### config.mk
export PLATFORM = sky130hd
export DESIGN_NAME = stby_ram_ctrl
export DESIGN_NICKNAME = d
export VERILOG_FILES = /design/src/rtl/stby_pkg.sv /design/src/rtl/ram_gate_if.sv /design/src/rtl/ram_isolation.sv /design/src/rtl/stby_ram_ctrl.sv
export VERILOG_INCLUDE_DIRS = /design/src /design/src/rtl
export SDC_FILE = /design/constraint.sdc
export NUM_CORES = 1
export LEC_CHECK = 0
export BUFFER_PORTS_ARGS = -buffer_cell sky130_fd_sc_hd__buf_2
export CORE_ASPECT_RATIO = 1.2
export CORE_MARGIN = 2
export CORE_UTILIZATION = 40
export CTS_CLUSTER_SIZE = 14
export DETAILED_ROUTE_END_ITERATION = 10
export PLACE_DENSITY = 0.7
export SLEW_MARGIN = 15
export SYNTH_ARGS = -nofsm -noshare
export SYNTH_HDL_FRONTEND = slang
export SYNTH_HIERARCHICAL = 1
export SYNTH_SLANG_ARGS = --single-unit
### constraint.sdc
create_clock -name clk_sys -period 4 [get_ports clk_sys]
set_input_delay 0.6 -clock clk_sys [delete_from_list [all_inputs] [get_ports clk_sys]]
set_output_delay 0.6 -clock clk_sys [all_outputs]
set_load 0.005 [all_outputs]
### src/rtl/stby_consts.svh
// constants of the standby ram retention controller
`ifndef STBY_CONSTS_SVH
`define STBY_CONSTS_SVH
`define RET_BYTES        8192
`define RET_ADDR_W       13
`define RAM_DATA_W       8
`define LVD_HOLD_CYCLES  16'h0010
`define LP_DET_EDGES     4'h8
`define LP_LOSS_CYCLES   16'h0100
`define RD_BLANK         8'h00
`endif

### src/rtl/stby_pkg.sv
// types of the standby ram retention controller
package stby_pkg;
  typedef enum logic [1:0] {SUPPLY_CORE, SUPPLY_STANDBY} supply_sel_t;
  typedef enum {ST_STANDBY, ST_FROZEN_CORE, ST_ACTIVE} ret_state_t;
endpackage : stby_pkg

### src/rtl/ram_gate_if.sv
// carrier between the controller and its isolation stage
`include "stby_consts.svh"
interface ram_gate_if;
  logic                       open;
  logic                       req;
  logic                       we;
  logic [`RET_ADDR_W-1:0]     addr;
  logic [`RAM_DATA_W-1:0]     wdata;
  modport ctrl (output open, req, we, addr, wdata);
  modport gate (input open, req, we, addr, wdata);
endinterface : ram_gate_if

### src/rtl/ram_isolation.sv
// isolation stage between core strobes and the retained array
`include "stby_consts.svh"
module ram_isolation (
  input  wire logic                   clk_sys,
  input  wire logic                   rst_b,
  ram_gate_if.gate                    gi,
  output logic                        arr_en_r,
  output logic                        arr_we_r,
  output logic [`RET_ADDR_W-1:0]      arr_addr_r,
  output logic [`RAM_DATA_W-1:0]      arr_wdata_r
);
  // strobes reach the array only while the gate is open
  always_ff @(posedge clk_sys or negedge rst_b) begin
    if (!rst_b) begin
      arr_en_r    <= 1'b0;
      arr_we_r    <= 1'b0;
      arr_addr_r  <= '0;
      arr_wdata_r <= '0;
    end else begin
      arr_en_r    <= gi.open & gi.req;
      arr_we_r    <= gi.open & gi.req & gi.we;
      arr_addr_r  <= gi.addr;
      arr_wdata_r <= gi.wdata;
    end
  end
endmodule : ram_isolation

### src/rtl/stby_ram_ctrl.sv
// standby ram retention controller
// How it works
// entering reset disables the retained ram and freezes its interface
// clearing standby_ram_enable freezes the interface once it has passed the two-stage synchroniser, except while core_rail_dip is set
// a reset event moves the ram supply to the standby rail
// interface stays frozen until software sets enable after power-on
// core rail below standby reference keeps ram frozen whatever enable says
// a dip with enable set never triggers standby; ram stays accessible
// isolation stage blocks core strobes during supply collapse
// retained region is a fixed 8 kbyte portion kept powered in standby
// low voltage detector holds reset until core rail is above about one volt
// outside circuitry holds reset pin low until supply is stable
// outside circuitry keeps reset pin steadily low during power-off
// after internal reset ends, frozen ram supply goes back to the core rail
// rtc counts in standby only on the low-power oscillator
// frozen interface returns no valid read data and ignores writes
// rtc takes the low-power oscillator once detected unless software disables it
`include "stby_consts.svh"
module stby_ram_ctrl
  import stby_pkg::*;
#(
  parameter int ADDR_W = `RET_ADDR_W,
  parameter int DATA_W = `RAM_DATA_W
) (
  input  wire logic                clk_sys,
  input  wire logic                rst_b,
  input  wire logic                reset_input_pin_b,
  input  wire logic                core_rail_ok,
  input  wire logic                core_rail_above_ref,
  input  wire logic                core_rail_dip,
  input  wire logic                standby_ram_enable,
  input  wire logic                lp_osc_clk,
  input  wire logic                lp_osc_sw_disable,
  input  wire logic                ram_req,
  input  wire logic                ram_we,
  input  wire logic [ADDR_W-1:0]   ram_addr,
  input  wire logic [DATA_W-1:0]   ram_wdata,
  input  wire logic [DATA_W-1:0]   arr_rdata,
  output logic                     internal_reset_r,
  output logic                     ram_frozen_r,
  output logic                     supply_on_standby_r,
  output logic [DATA_W-1:0]        ram_rdata_r,
  output logic                     ram_rvalid_r,
  output logic                     rtc_on_lp_osc_r,
  output logic                     rtc_count_en_r,
  output logic                     arr_en_r,
  output logic                     arr_we_r,
  output logic [ADDR_W-1:0]        arr_addr_r,
  output logic [DATA_W-1:0]        arr_wdata_r
);

  // two-stage synchronisers for pins and analog comparators
  logic [5:0] sync1_r;
  logic [5:0] sync2_r;
  logic       rst_pin_s;
  logic       rail_ok_s;
  logic       above_ref_s;
  logic       dip_s;
  logic       enable_s;
  logic       lp_clk_s;

  always_ff @(posedge clk_sys or negedge rst_b) begin
    if (!rst_b) begin
      sync1_r <= '0;
      sync2_r <= '0;
    end else begin
      sync1_r <= {reset_input_pin_b, core_rail_ok, core_rail_above_ref,
                  core_rail_dip, standby_ram_enable, lp_osc_clk};
      sync2_r <= sync1_r;
    end
  end

  assign {rst_pin_s, rail_ok_s, above_ref_s, dip_s, enable_s, lp_clk_s} = sync2_r;

  // low voltage detector hold: reset until rail is good for a settle count
  logic [15:0] lvd_cnt_r;
  logic        lvd_hold;

  always_ff @(posedge clk_sys or negedge rst_b) begin
    if (!rst_b) begin
      lvd_cnt_r <= '0;
    end else if (!rail_ok_s) begin
      lvd_cnt_r <= '0;
    end else if (lvd_cnt_r != `LVD_HOLD_CYCLES) begin
      lvd_cnt_r <= lvd_cnt_r + 16'h0001;
    end
  end

  assign lvd_hold = (lvd_cnt_r != `LVD_HOLD_CYCLES);

  // internal reset: pin low (held steady by outside circuitry) or detector hold
  logic reset_nxt;
  assign reset_nxt = !rst_pin_s || lvd_hold;

  always_ff @(posedge clk_sys or negedge rst_b) begin
    if (!rst_b) begin
      internal_reset_r <= 1'b1;
    end else begin
      internal_reset_r <= reset_nxt;
    end
  end

  // retention sequencing state
  ret_state_t state_r;
  ret_state_t state_nxt;

  always_comb begin
    state_nxt = state_r;
    unique case (state_r)
      ST_STANDBY: begin
        if (!internal_reset_r) begin
          state_nxt = ST_FROZEN_CORE;
        end
      end
      ST_FROZEN_CORE: begin
        if (internal_reset_r) begin
          state_nxt = ST_STANDBY;
        end else if (enable_s && above_ref_s) begin
          state_nxt = ST_ACTIVE;
        end
      end
      ST_ACTIVE: begin
        if (internal_reset_r) begin
          state_nxt = ST_STANDBY;
        end else if (!enable_s && !dip_s) begin
          state_nxt = ST_FROZEN_CORE;
        end
      end
    endcase
  end

  always_ff @(posedge clk_sys or negedge rst_b) begin
    if (!rst_b) begin
      state_r <= ST_STANDBY;
    end else begin
      state_r <= state_nxt;
    end
  end

  // frozen in every state but active, and at once while reset is pending
  function automatic logic frozen_for(input ret_state_t s, input logic rst);
    return (s != ST_ACTIVE) || rst;
  endfunction : frozen_for

  // standby rail only in standby, and at once while reset is pending
  function automatic logic standby_for(input ret_state_t s, input logic rst);
    return (s == ST_STANDBY) || rst;
  endfunction : standby_for

  // freeze and supply select, registered from next state
  // reset is folded in so that freeze and rail switch land on the same edge
  // as internal reset; waiting for the state machine would leave one open cycle
  always_ff @(posedge clk_sys or negedge rst_b) begin
    if (!rst_b) begin
      ram_frozen_r        <= 1'b1;
      supply_on_standby_r <= 1'b1;
    end else begin
      ram_frozen_r        <= frozen_for(state_nxt, reset_nxt);
      supply_on_standby_r <= standby_for(state_nxt, reset_nxt);
    end
  end

  // isolation stage towards the retained 8 kbyte array
  ram_gate_if gi ();
  assign gi.open  = !ram_frozen_r;
  assign gi.req   = ram_req;
  assign gi.we    = ram_we;
  assign gi.addr  = ram_addr[`RET_ADDR_W-1:0];
  assign gi.wdata = ram_wdata[`RAM_DATA_W-1:0];

  ram_isolation u_iso (
    .clk_sys     (clk_sys),
    .rst_b       (rst_b),
    .gi          (gi),
    .arr_en_r    (arr_en_r),
    .arr_we_r    (arr_we_r),
    .arr_addr_r  (arr_addr_r),
    .arr_wdata_r (arr_wdata_r)
  );

  // read return: blank and not valid while frozen
  always_ff @(posedge clk_sys or negedge rst_b) begin
    if (!rst_b) begin
      ram_rdata_r  <= `RD_BLANK;
      ram_rvalid_r <= 1'b0;
    end else if (arr_en_r && !arr_we_r && !ram_frozen_r) begin
      ram_rdata_r  <= arr_rdata;
      ram_rvalid_r <= 1'b1;
    end else begin
      ram_rdata_r  <= `RD_BLANK;
      ram_rvalid_r <= 1'b0;
    end
  end

  // low-power oscillator detection by counting its edges
  logic        lp_prev_r;
  logic [3:0]  lp_edges_r;
  logic [15:0] lp_idle_r;
  logic        lp_rise;
  assign lp_rise = lp_clk_s && !lp_prev_r;

  always_ff @(posedge clk_sys or negedge rst_b) begin
    if (!rst_b) begin
      lp_prev_r  <= 1'b0;
      lp_edges_r <= '0;
      lp_idle_r  <= '0;
    end else begin
      lp_prev_r <= lp_clk_s;
      if (lp_rise) begin
        lp_idle_r <= '0;
        if (lp_edges_r != `LP_DET_EDGES) begin
          lp_edges_r <= lp_edges_r + 4'h1;
        end
      end else if (lp_idle_r != `LP_LOSS_CYCLES) begin
        lp_idle_r <= lp_idle_r + 16'h0001;
      end else begin
        lp_edges_r <= '0;
      end
    end
  end

  // rtc reference: keep low-power oscillator once seen, unless disabled
  always_ff @(posedge clk_sys or negedge rst_b) begin
    if (!rst_b) begin
      rtc_on_lp_osc_r <= 1'b0;
    end else if (lp_osc_sw_disable) begin
      rtc_on_lp_osc_r <= 1'b0;
    end else if (lp_edges_r == `LP_DET_EDGES) begin
      rtc_on_lp_osc_r <= 1'b1;
    end
  end

  // rtc counting: main oscillator stops with core supply in standby
  always_ff @(posedge clk_sys or negedge rst_b) begin
    if (!rst_b) begin
      rtc_count_en_r <= 1'b0;
    end else begin
      rtc_count_en_r <= rtc_on_lp_osc_r || !supply_on_standby_r;
    end
  end

endmodule : stby_ram_ctrl

==> results.sh, run 1 <==
export IMPL_switching_share_pct=23.0
export IMPL_areaGrowthSynthToFinish_pct=24.8
export IMPL_finalWorstPathRequiredPeriod_ns=2.09
export IMPL_edff_count_synth=0
export IMPL_grt_start_max_net_pins=65
export IMPL_post_cts_repair_setup_buffers=0
export IMPL_pwr_share_comb_pct=5.5
export IMPL_ant_nets=0
export IMPL_syn_nets=403
export IMPL_yosysUniqueCellTypes=40
export IMPL_min_delay_path_class="in -> async"
export IMPL_max_cap_violations=0
export IMPL_post_layout_total_power_mw=2.91
export IMPL_remaining_drc_errors=0
export IMPL_critPathMaxFanout=27
export IMPL_max_slew_margin_rel_pct=42.2
export IMPL_synth_ff_latch_count=118
export IMPL_slew_violations=0
export IMPL_fin_skew_ns=0.00730
export IMPL_placedCellCount=559
export IMPL_antenna_violations_before_repair=0
export IMPL_hold_slack_ns=0.264
export IMPL_htreeDepth=4
export IMPL_timing_final_setup_violations=0
export IMPL_port_buffers=76
export IMPL_dr_total_vias=2950
export IMPL_max_freq_mhz=478
export IMPL_yosysSeqAreaShare_pct=66.7
export IMPL_num_antenna_cells=0
export IMPL_pwr_density_cell_nw_per_um2=526
export IMPL_fp_dieH_um=119
export IMPL_element_type_at_the_critical_path_start="flip-flop"
export IMPL_placementRows=42
export IMPL_nFillCells=967
export IMPL_ys_warn_count=6
export IMPL_finalHoldViolCount=0
export IMPL_floorplan_die_area_um2=11900
export IMPL_clock_power_share_pct=50.1
export IMPL_dp_hpwl_mm=5.46
export IMPL_grt_setup_unrepaired="no"
export IMPL_power_switching_uw=670
export IMPL_cts_hold_buf=0
export IMPL_io_pin_count=77
export IMPL_firstDrtPassIters=4
export IMPL_setup_worst_path_end_class="flip-flop"
export IMPL_power_share_sequential_pct=44.5
export IMPL_cts_tree="done"
export IMPL_detailed_route_wl_mm=7.99
export IMPL_cts_sinks=118
export IMPL_status="complete, no violations"
export IMPL_final_critical_path_setup_slack_ns=1.91
export IMPL_grt_util_all_layers_pct=14.7
export IMPL_floorplan_initialDensity_pct=40.6
export IMPL_cts_buffers=17
export IMPL_core_area_um2=10900
export IMPL_synthArstFlopShare_pct=100
export IMPL_route_detailed_vias_per_inst=4.99
export IMPL_vdd_ir_drop_worst_v=0.000267
export IMPL_clockRootBuffer="sky130_fd_sc_hd__clkbuf_16"
export IMPL_intPower_mw=2.24
export IMPL_cts_reportedPaths_clkPinSlew_ns=0.06
export IMPL_finalNonFillerCells=591
export IMPL_cp_data_required_time_ns=4.34
export IMPL_vias_in_the_first_global_route=2971
export IMPL_grt_pass1_wl_mm=13.6
export IMPL_final_setup_tns_ns=0
export IMPL_globalRoute_totalOverflow=0
export IMPL_worst_pin_slew_ns=0.865
export IMPL_syn_area_um2=4430
export IMPL_critical_path_arrival_ns=2.44
export IMPL_globalplace_congestion=0.744
export IMPL_final_min_period_over_clock_period_pct=52.3
export IMPL_share_of_post_route_cells_with_drive_strength_above_1_pct=27.7
export IMPL_synthesis_instances=357
export IMPL_synth_top_flop_cell="sky130_fd_sc_hd__dfrtp_1"
export IMPL_synth_area_per_cell_um2=12.4
export IMPL_cts_max_path_buffers=2
export IMPL_detailedPlace_worstSlack_ns=1.89
export IMPL_p_leak_nw=2.68
export IMPL_critPathKind="reg -> reg"
export IMPL_die_width_um=100
export IMPL_detailedRoute_firstIterationViolations=156
export IMPL_clock_insertion_delay_worst_skew_ns=0.41
export IMPL_ctsResizeCount=0
export IMPL_routed_wire_length_per_instance_um=13.5
export IMPL_finalNetCount=492
==> per-layer routing <==
metal	global-route usage, %	vias up	share of wire [%]
li1	-	1401	-
met1	18.3	1450	44
met2	23.2	85	49
met3	5.11	14	5.0
met4	6.68	0	1.6
met5	0	-	0
==> state kept, by name, indices dropped and copies added (netlist names) <==
name,cells
u_iso/arr_we_r,1
ram_rdata_r,8
rtc_count_en_r,1
ram_rvalid_r,1
lp_prev_r,1
u_iso/arr_addr_r,13
sync1_r,6
ram_frozen_r,1
lp_idle_r,16
lvd_cnt_r,16
u_iso/arr_en_r,1
supply_on_standby_r,1
internal_reset_r,1
state_r,32
sync2_r,6
lp_edges_r,4
rtc_on_lp_osc_r,1
u_iso/arr_wdata_r,8
==> power groups by stage <==
stage / sequential [mW] / clock (mW) / combinational [mW]
finish: 1.29 / 1.46 / 0.159
global placement: 1.31 / 0 / 0.154
floorplan: 1.30 / 0 / 0.0927
global route: 1.30 / 1.55 / 0.182
CTS: 1.29 / 1.49 / 0.163
detailed placement: 1.31 / 0 / 0.161
==> kinds of logic (layout without fill, tap and decap cells) <==
kind of cell | Yosys count | after routing | share of synthesized area (%)
flops | 118 | 118 | 66.7
simple gates | 157 | 157 | 19.8
xor+xnor | 20 | 20 | 3.95
compound gates | 29 | 29 | 4.29
buf+inv | 21 | 123 | 2.17
mux | 6 | 6 | 1.41
fa+ha+maj | 6 | 6 | 1.69
==> synthesized netlist by cell type (all sizes together), types with 3 or more instances <==
cell type | number | area share [%]
dfrtp | 115 | 65
clkbuf | 6 | 0.56
inv | 12 | 1.0
or3 | 7 | 0.99
a21oi | 12 | 1.4
nand4 | 13 | 1.8
nor4b | 3 | 0.59
xnor2 | 11 | 2.2
dfstp | 3 | 1.8
nor3 | 8 | 0.90
and3 | 5 | 0.71
nor4 | 13 | 1.8
xor2 | 9 | 1.8
o21ai | 8 | 0.90
nand2b | 5 | 0.71
nand2 | 15 | 1.3
buf | 3 | 0.59
and2 | 40 | 5.8
nor2 | 30 | 2.5
nand3 | 9 | 1.0
mux2i | 4 | 0.90
ha | 6 | 1.7
==> layout make-up <==
cell class,count,area [µm²],area share [%]
flip-flops and latches,118,2960,53.4
inverters,12,45.0,0.814
clock buffers,18,429,7.75
clock inverters,14,151,2.74
multi-input cells,218,1380,25.0
repair buffers,79,405,7.33
well taps,132,165,2.98
==> per-stage QoR <==
stage	cell area, µm²	utilization (%)
global placement	4950	45.3
detailed placement	4950	45.3
finish	5530	50.6
floorplan	4430	-
CTS	5530	50.6
global route	5530	50.6
==> critical path, cell delays in order (launching register included) <==
cell	delay, ns
sky130_fd_sc_hd__dfrtp_1	0.37
sky130_fd_sc_hd__nor4_1	0.34
sky130_fd_sc_hd__nand4_1	0.31
sky130_fd_sc_hd__o31ai_4	0.74
sky130_fd_sc_hd__and2_2	0.26
==> cells in the final DEF, fill, tap and decap left out, types with 4 or more instances in the layout <==
master / instances
sky130_fd_sc_hd__clkbuf_16: 17
sky130_fd_sc_hd__xor2_1: 9
sky130_fd_sc_hd__buf_2: 75
sky130_fd_sc_hd__and2_2: 7
sky130_fd_sc_hd__ha_1: 6
sky130_fd_sc_hd__clkinv_4: 5
sky130_fd_sc_hd__nor2_1: 30
sky130_fd_sc_hd__nor4_1: 13
sky130_fd_sc_hd__and2_1: 33
sky130_fd_sc_hd__o21ai_0: 8
sky130_fd_sc_hd__buf_4: 4
sky130_fd_sc_hd__or3_1: 7
sky130_fd_sc_hd__nand2_1: 15
sky130_fd_sc_hd__a21oi_1: 12
sky130_fd_sc_hd__nand4_1: 13
sky130_fd_sc_hd__dfrtp_1: 115
sky130_fd_sc_hd__mux2i_1: 4
sky130_fd_sc_hd__nand3_1: 9
sky130_fd_sc_hd__xnor2_1: 11
sky130_fd_sc_hd__and3_1: 5
sky130_fd_sc_hd__inv_1: 12
sky130_fd_sc_hd__nand2b_1: 5
sky130_fd_sc_hd__nor3_1: 8
==> path summary, 6_finish.rpt <==
kind                                            start                            end  slack [ns]  cells past startpoint
worst max-delay path            state_r[18]$_DFF_PN0_          state_r[10]$_DFF_PN0_        1.91                      4
worst min-delay path                            rst_b         ram_rvalid_r$_DFF_PN0_        0.26                      1
worst max register to register  state_r[18]$_DFF_PN0_          state_r[10]$_DFF_PN0_        1.91                      4
worst min register to register   sync1_r[4]$_DFF_PN0_           sync2_r[4]$_DFF_PN0_        0.35                      0
max in group asynchronous                       rst_b       lvd_cnt_r[0]$_DFFE_PN0P_        2.88                      2
min in group clk_sys                      ram_addr[9]  u_iso/arr_addr_r[9]$_DFF_PN0_        0.29                      1
No activity file was read; power rests on OpenSTA's default activity.
==> inputs of run 2 (changes only) <==
PLACE_DENSITY = 0.73   (was 0.7)
clock period = 1.79 ns   (was 4 ns; I/O delays follow)
==> run 2 against run 1 <==
Wire length grew 11%. Critical endpoint is now lvd_cnt_r[2]$_DFFE_PN0P_. Critical path type unchanged. Hold slack got worse by 0.20 ns. First-iteration DRC count up 7.7%. Critical path depth is 2 higher. Sequential share of layout area shrank 3.9 points.
==> results.sh, run 2 (synthesis gave the netlist of run 1 again) <==
export IMPL_status="complete, no violations"
export IMPL_registers_top_by_ff_count="state_r"
export IMPL_cts_reportedPaths_clkPinSlew_ns=0.06
export IMPL_element_type_at_the_critical_path_start="flip-flop"
export IMPL_critPathKind="reg -> reg"
export IMPL_max_cap_violations=0
export IMPL_post_layout_total_power_mw=6.84
export IMPL_power_share_sequential_pct=42.4
export IMPL_grt_pass1_wl_mm=15.1
export IMPL_grt_setup_unrepaired="no"
export IMPL_globalplace_congestion=0.754
export IMPL_dr_total_vias=3109
export IMPL_cp_data_required_time_ns=2.11
export IMPL_cts_buffers=17
export IMPL_num_antenna_cells=0
export IMPL_htreeDepth=4
export IMPL_most_frequent_cells_in_the_layout="sky130_fd_sc_hd__dfrtp_1, sky130_fd_sc_hd__buf_2, sky130_fd_sc_hd__and2_1, sky130_fd_sc_hd__nor2_1, sky130_fd_sc_hd__dlygate4sd3_1"
export IMPL_routed_wire_length_per_instance_um=14.1
export IMPL_vias_in_the_first_global_route=3277
export IMPL_detailedRoute_firstIterationViolations=168
export IMPL_clock_insertion_delay_worst_skew_ns=0.40
export IMPL_finalWorstPathRequiredPeriod_ns=1.68
export IMPL_route_detailed_vias_per_inst=4.96
export IMPL_areaGrowthSynthToFinish_pct=34.8
export IMPL_setup_worst_path_end_class="flip-flop"
export IMPL_worst_pin_slew_ns=0.835
export IMPL_cts_sinks=118
export IMPL_die_width_um=100
export IMPL_slew_violations=0
export IMPL_power_switching_mw=1.47
export IMPL_grt_start_max_net_pins=41
export IMPL_max_slew_margin_rel_pct=44.2
export IMPL_dp_hpwl_mm=5.69
export IMPL_intPower_mw=5.37
export IMPL_clockRootBuffer="sky130_fd_sc_hd__clkbuf_16"
export IMPL_remaining_drc_errors=0
export IMPL_critical_path_arrival_ns=2.01
export IMPL_port_buffers=76
export IMPL_core_area_um2=10900
export IMPL_firstDrtPassIters=4
export IMPL_cts_tree="done"
export IMPL_nFillCells=916
export IMPL_globalRoute_totalOverflow=0
export IMPL_p_leak_nw=2.87
export IMPL_final_common_cell="sky130_fd_sc_hd__dfrtp_1"
export IMPL_top_regs="state_r (32), lp_idle_r (16), lvd_cnt_r (16)"
export IMPL_pwr_density_cell_nw_per_um2=1150
export IMPL_min_delay_path_class="in -> reg"
export IMPL_antenna_violations_before_repair=0
export IMPL_vdd_ir_drop_worst_v=0.000726
export IMPL_largest_register_ff_count=32
export IMPL_placementRows=42
export IMPL_finalNetCount=528
export IMPL_fin_area_um2=5980
export IMPL_fp_dieH_um=119
export IMPL_ant_nets=0
export IMPL_cts_max_path_buffers=2
export IMPL_pwr_share_comb_pct=6.1
export IMPL_max_freq_mhz=594
export IMPL_switching_share_pct=21.5
export IMPL_final_min_period_over_clock_period_pct=94.1
export IMPL_detailed_route_wl_mm=8.87
export IMPL_floorplan_initialDensity_pct=40.6
export IMPL_critPathMaxFanout=5
export IMPL_io_pin_count=77
export IMPL_post_dp_cell_area_um2=5040
export IMPL_finalHoldViolCount=0
export IMPL_fin_skew_ns=0.00586
export IMPL_floorplan_die_area_um2=11900
export IMPL_post_route_util_pct=54.7
export IMPL_final_setup_tns_ns=0
export IMPL_clock_power_share_pct=51.4
export IMPL_share_of_post_route_cells_with_drive_strength_above_1_pct=27.9
export IMPL_grt_util_all_layers_pct=16.4
export IMPL_timing_final_setup_violations=0
-- run 2: final cells by class --
class                   count  area, µm²  share of cell area [%]
clock buffers              20        447                    7.47
clock inverters            12        176                    2.95
inverters                  12       45.0                   0.754
multi-input cells         218       1400                    23.4
flip-flops and latches    118       2960                    49.5
well taps                 132        165                    2.76
repair buffers            115        786                    13.1
-- run 2: worst paths after layout --
kind	end	from	cells after the start	slack, ns
setup reg to reg	lvd_cnt_r[2]$_DFFE_PN0P_	lvd_cnt_r[0]$_DFFE_PN0P_	6	0.11
min in group asynchronous	state_r[15]$_DFF_PN0_	rst_b	2	0.34
hold / removal	ram_rdata_r[7]$_DFF_PN0_	arr_rdata[7]	2	0.07
hold reg to reg	sync2_r[4]$_DFF_PN0_	sync1_r[4]$_DFF_PN0_	0	0.35
max in group asynchronous	u_iso/arr_wdata_r[5]$_DFF_PN0_	rst_b	3	0.83
setup / recovery	lvd_cnt_r[2]$_DFFE_PN0P_	lvd_cnt_r[0]$_DFFE_PN0P_	6	0.11
-- run 2: power groups by stage --
| stage | combinational (mW) | clock [mW] | sequential, mW |
|---|---|---|---|
| 2_1_floorplan | 0.207 | 0 | 2.91 |
| 3_3_place_gp | 0.356 | 0 | 2.94 |
| 3_5_place_dp | 0.375 | 0 | 2.94 |
| 4_1_cts | 0.427 | 3.60 | 2.90 |
| 5_1_grt | 0.483 | 3.74 | 2.92 |
| 6_report | 0.420 | 3.52 | 2.90 |
-- run 2: repair_timing --
item,in CTS,in global routing
hold buffers,29,0
buffers inserted,0,0
resized for setup,1,4
hold endpoints to repair,53,0
endpoints found under the setup margin,1,4
-- run 2: stage by stage --
stage	setup WS, ns	instances	hold slack [ns]
2_1_floorplan	0.0999	357	-0.0271
3_3_place_gp	0.141	566	0.226
3_5_place_dp	0.0953	566	0.233
4_1_cts	0.0562	627	0.0452
5_1_grt	0.000277	627	0.0471
6_report	0.105	627	0.0677
-- run 2: worst max-delay path, stage by stage (launching register included) --
cell                      delay (ns)
sky130_fd_sc_hd__dfrtp_1        0.37
sky130_fd_sc_hd__inv_1          0.08
sky130_fd_sc_hd__ha_1           0.20
sky130_fd_sc_hd__nor4b_1        0.14
sky130_fd_sc_hd__and4_2         0.23
sky130_fd_sc_hd__or3b_2         0.46
sky130_fd_sc_hd__a21oi_2        0.13
-- run 2: per-layer routing --
layer / share of wire (%) / track usage (%) / wire length, µm / up-vias
li1: - / - / - / 1471
met1: 43 / 19.9 / 3800 / 1534
met2: 51 / 26.9 / 4550 / 88
met3: 4.3 / 4.69 / 383 / 16
met4: 1.5 / 7.53 / 137 / 0
met5: 0 / 0 / 0 / -
==> inputs of run 3 (changes only) <==
ABC_AREA = 1   (was unset)
PLACE_DENSITY = 0.72   (was 0.73)
==> run 3 against run 2 <==
Maximum frequency fell by 0.90%. Power shrank 4.8%. Clock-buffer cell count is 3 lower. Critical path type is now reg -> out. Largest power group unchanged.
==> results.sh, run 3 <==
export IMPL_core_area_um2=11500
export IMPL_final_min_period_over_clock_period_pct=95.0
export IMPL_firstDrtPassIters=4
export IMPL_grt_start_max_net_pins=47
export IMPL_hold_start="arr_rdata[7]"
export IMPL_synth_top_cell_area_share_pct=61.2
export IMPL_post_layout_total_power_mw=6.52
export IMPL_antenna_violations_before_repair=0
export IMPL_yosysMostFrequentCell="sky130_fd_sc_hd__dfrtp_1"
export IMPL_intPower_mw=4.84
export IMPL_finalWorstPathRequiredPeriod_ns=1.70
export IMPL_largest_register_ff_count=32
export IMPL_largest_cells_by_area_after_synthesis="sky130_fd_sc_hd__dfrtp_1, sky130_fd_sc_hd__inv_1, sky130_fd_sc_hd__nand2_1"
export IMPL_timing_final_setup_violations=0
export IMPL_max_freq_mhz=588
export IMPL_syn_area_um2=4700
export IMPL_detailed_route_wl_mm=9.44
export IMPL_status="complete, no violations"
export IMPL_finalHoldViolCount=0
export IMPL_final_common_cell="sky130_fd_sc_hd__dfrtp_1"
export IMPL_most_frequent_cells_in_the_layout="sky130_fd_sc_hd__dfrtp_1, sky130_fd_sc_hd__inv_1, sky130_fd_sc_hd__nand2_1, sky130_fd_sc_hd__buf_2, sky130_fd_sc_hd__nor2_1"
export IMPL_edff_count_synth=0
export IMPL_synth_common_cells="sky130_fd_sc_hd__dfrtp_1, sky130_fd_sc_hd__inv_1, sky130_fd_sc_hd__nand2_1"
export IMPL_floorplan_die_area_um2=12600
export IMPL_worst_pin_slew_ns=0.479
export IMPL_io_pin_count=77
export IMPL_cts_sinks=118
export IMPL_grt_setup_unrepaired="yes"
export IMPL_port_buffers=76
export IMPL_critical_path_arrival_ns=1.43
export IMPL_rr_startpoint="internal_reset_r$_DFF_PN1_"
export IMPL_vias_in_the_first_global_route=3641
export IMPL_slew_violations=0
export IMPL_die_width_um=103
export IMPL_finalNonFillerCells=796
export IMPL_r2r_end="supply_on_standby_r$_DFF_PN1_"
export IMPL_grt_util_all_layers_pct=16.2
export IMPL_yosysUniqueCellTypes=30
export IMPL_crit_path_top_delay_cell="sky130_fd_sc_hd__dfstp_4"
export IMPL_top_regs="state_r (32), lp_idle_r (16), lvd_cnt_r (16)"
export IMPL_cp_data_required_time_ns=1.52
export IMPL_element_type_at_the_critical_path_start="flip-flop"
export IMPL_dr_total_vias=3628
export IMPL_synthesis_instances=496
export IMPL_max_cap_violations=0
export IMPL_num_antenna_cells=0
export IMPL_pwr_density_cell_nw_per_um2=1050
export IMPL_htreeDepth=4
export IMPL_vdd_ir_drop_worst_v=0.000725
export IMPL_fin_area_um2=6220
export IMPL_pwr_share_comb_pct=7.0
export IMPL_grt_pass1_wl_mm=15.8
export IMPL_synth_area_per_cell_um2=9.48
export IMPL_globalplace_congestion=0.865
export IMPL_ant_nets=0
export IMPL_fp_dieH_um=123
export IMPL_finalNetCount=672
export IMPL_ys_warn_count=6
export IMPL_dp_hpwl_mm=6.41
export IMPL_remaining_drc_errors=0
export IMPL_min_delay_path_class="in -> reg"
export IMPL_hold_path_cell_count=3
export IMPL_clock_power_share_pct=48.7
export IMPL_post_dp_cell_area_um2=5330
export IMPL_clock_insertion_delay_worst_skew_ns=0.41
export IMPL_areaGrowthSynthToFinish_pct=32.4
export IMPL_floorplan_initialDensity_pct=40.8
export IMPL_clockRootBuffer="sky130_fd_sc_hd__clkbuf_16"
export IMPL_power_share_sequential_pct=44.3
export IMPL_synth_top_cell_by_area="sky130_fd_sc_hd__dfrtp_1"
export IMPL_registers_top_by_ff_count="state_r"
export IMPL_r2r_worst_path_cells=6
export IMPL_hold_path_end="ram_rdata_r[7]$_DFF_PN0_"
export IMPL_globalRoute_totalOverflow=0
export IMPL_syn_nets=542
export IMPL_route_detailed_vias_per_inst=4.56
export IMPL_critPathMaxFanout=13
export IMPL_synthArstFlopShare_pct=100
export IMPL_fin_skew_ns=0.00911
export IMPL_cp_cell_sequence="buf_4 > buf_2"
export IMPL_cts_buffers=17
export IMPL_cpPeakStageDelay_ns=0.70
export IMPL_max_slew_margin_rel_pct=67.7
export IMPL_cts_max_path_buffers=2
export IMPL_share_of_post_route_cells_with_drive_strength_above_1_pct=22.4
export IMPL_detailedRoute_firstIterationViolations=177
export IMPL_p_leak_nw=3.48
export IMPL_reg2reg_slack_ns=0.10
export IMPL_hold_slack_ns=0.0619
export IMPL_synth_top_flop_cell="sky130_fd_sc_hd__dfrtp_1"
export IMPL_cts_reportedPaths_clkPinSlew_ns=0.06
export IMPL_cts_tree="done"
export IMPL_yosysSeqAreaShare_pct=62.9
export IMPL_placementRows=43
export IMPL_synth_ff_latch_count=118
export IMPL_switching_share_pct=25.7
export IMPL_power_switching_mw=1.68
export IMPL_setup_worst_path_end_class="output pin"
export IMPL_routed_wire_length_per_instance_um=11.9
export IMPL_placedCellCount=731
export IMPL_critPathKind="reg -> out"
export IMPL_startpoint="internal_reset_r$_DFF_PN1_"
[run 3: power by group through the flow]
stage / logic [mW] / registers [mW] / clock network, mW
2_1_floorplan: 0.210 / 2.92 / 0
5_1_grt: 0.525 / 2.90 / 3.38
4_1_cts: 0.452 / 2.89 / 3.25
6_report: 0.453 / 2.89 / 3.17
3_3_place_gp: 0.383 / 2.92 / 0
3_5_place_dp: 0.402 / 2.93 / 0
[run 3: through the flow]
stage               worst slack (ns)  setup TNS [ns]  utilization, %
floorplan                      0.281               0               -
detailed placement             0.122               0            46.3
global placement               0.182               0            46.3
global route                 -0.0524         -0.0980            54.1
finish                        0.0901               0            54.1
CTS                          0.00103               0            53.7
[run 3: cell families after synthesis]
| family | count (synthesis) | share of synthesized area [%] |
|---|---|---|
| AND/OR/NAND/NOR | 203 | 19.9 |
| flip-flops | 118 | 62.9 |
| buffers and inverters | 110 | 8.84 |
| XOR/XNOR | 3 | 0.559 |
| AO/OA/AOI/OAI | 56 | 6.26 |
| adder cells (fa/ha/maj) | 6 | 1.60 |
[run 3: what timing repair did]
item / CTS / global route
endpoints found under the hold margin: 58 / 0
setup endpoints to repair: 1 / 5
pin swaps: 0 / 1
resized for setup: 1 / 6
hold buffers: 29 / 0
buffers inserted: 0 / 4
[run 3: routing by layer]
layer,part of all wire [%],GRT usage [%],vias to the layer above
li1,-,-,1809
met1,42,19.0,1724
met2,53,27.2,77
met3,3.0,4.56,18
met4,2.0,7.48,0
met5,0,0,-
[run 3: worst max path at each step]
stage                                      to  slack [ns]  cells after the start
CTS                          internal_reset_r       0.001                      2
detailed placement  lp_idle_r[14]$_DFFE_PN0P_        0.12                     12
floorplan           lp_idle_r[14]$_DFFE_PN0P_        0.28                     12
global route        lp_idle_r[14]$_DFFE_PN0P_       -0.05                     12
global placement    lp_idle_r[14]$_DFFE_PN0P_        0.18                     12
finish                       internal_reset_r        0.09                      2
[run 3: critical path: cells and delay by family, from the launching register on]
family / cells / cell delay, ns
flops: 1 / 0.70
buf+inv: 2 / 0.32
[run 3: final cells by class]
cell class / count / area [µm²]
well taps: 157 / 196
repair buffers: 117 / 776
fillers: 988 / 5290
multi-input cells: 268 / 1340
clock buffers: 17 / 425
clock inverters: 15 / 133
inverters: 104 / 390
flip-flops and latches: 118 / 2960
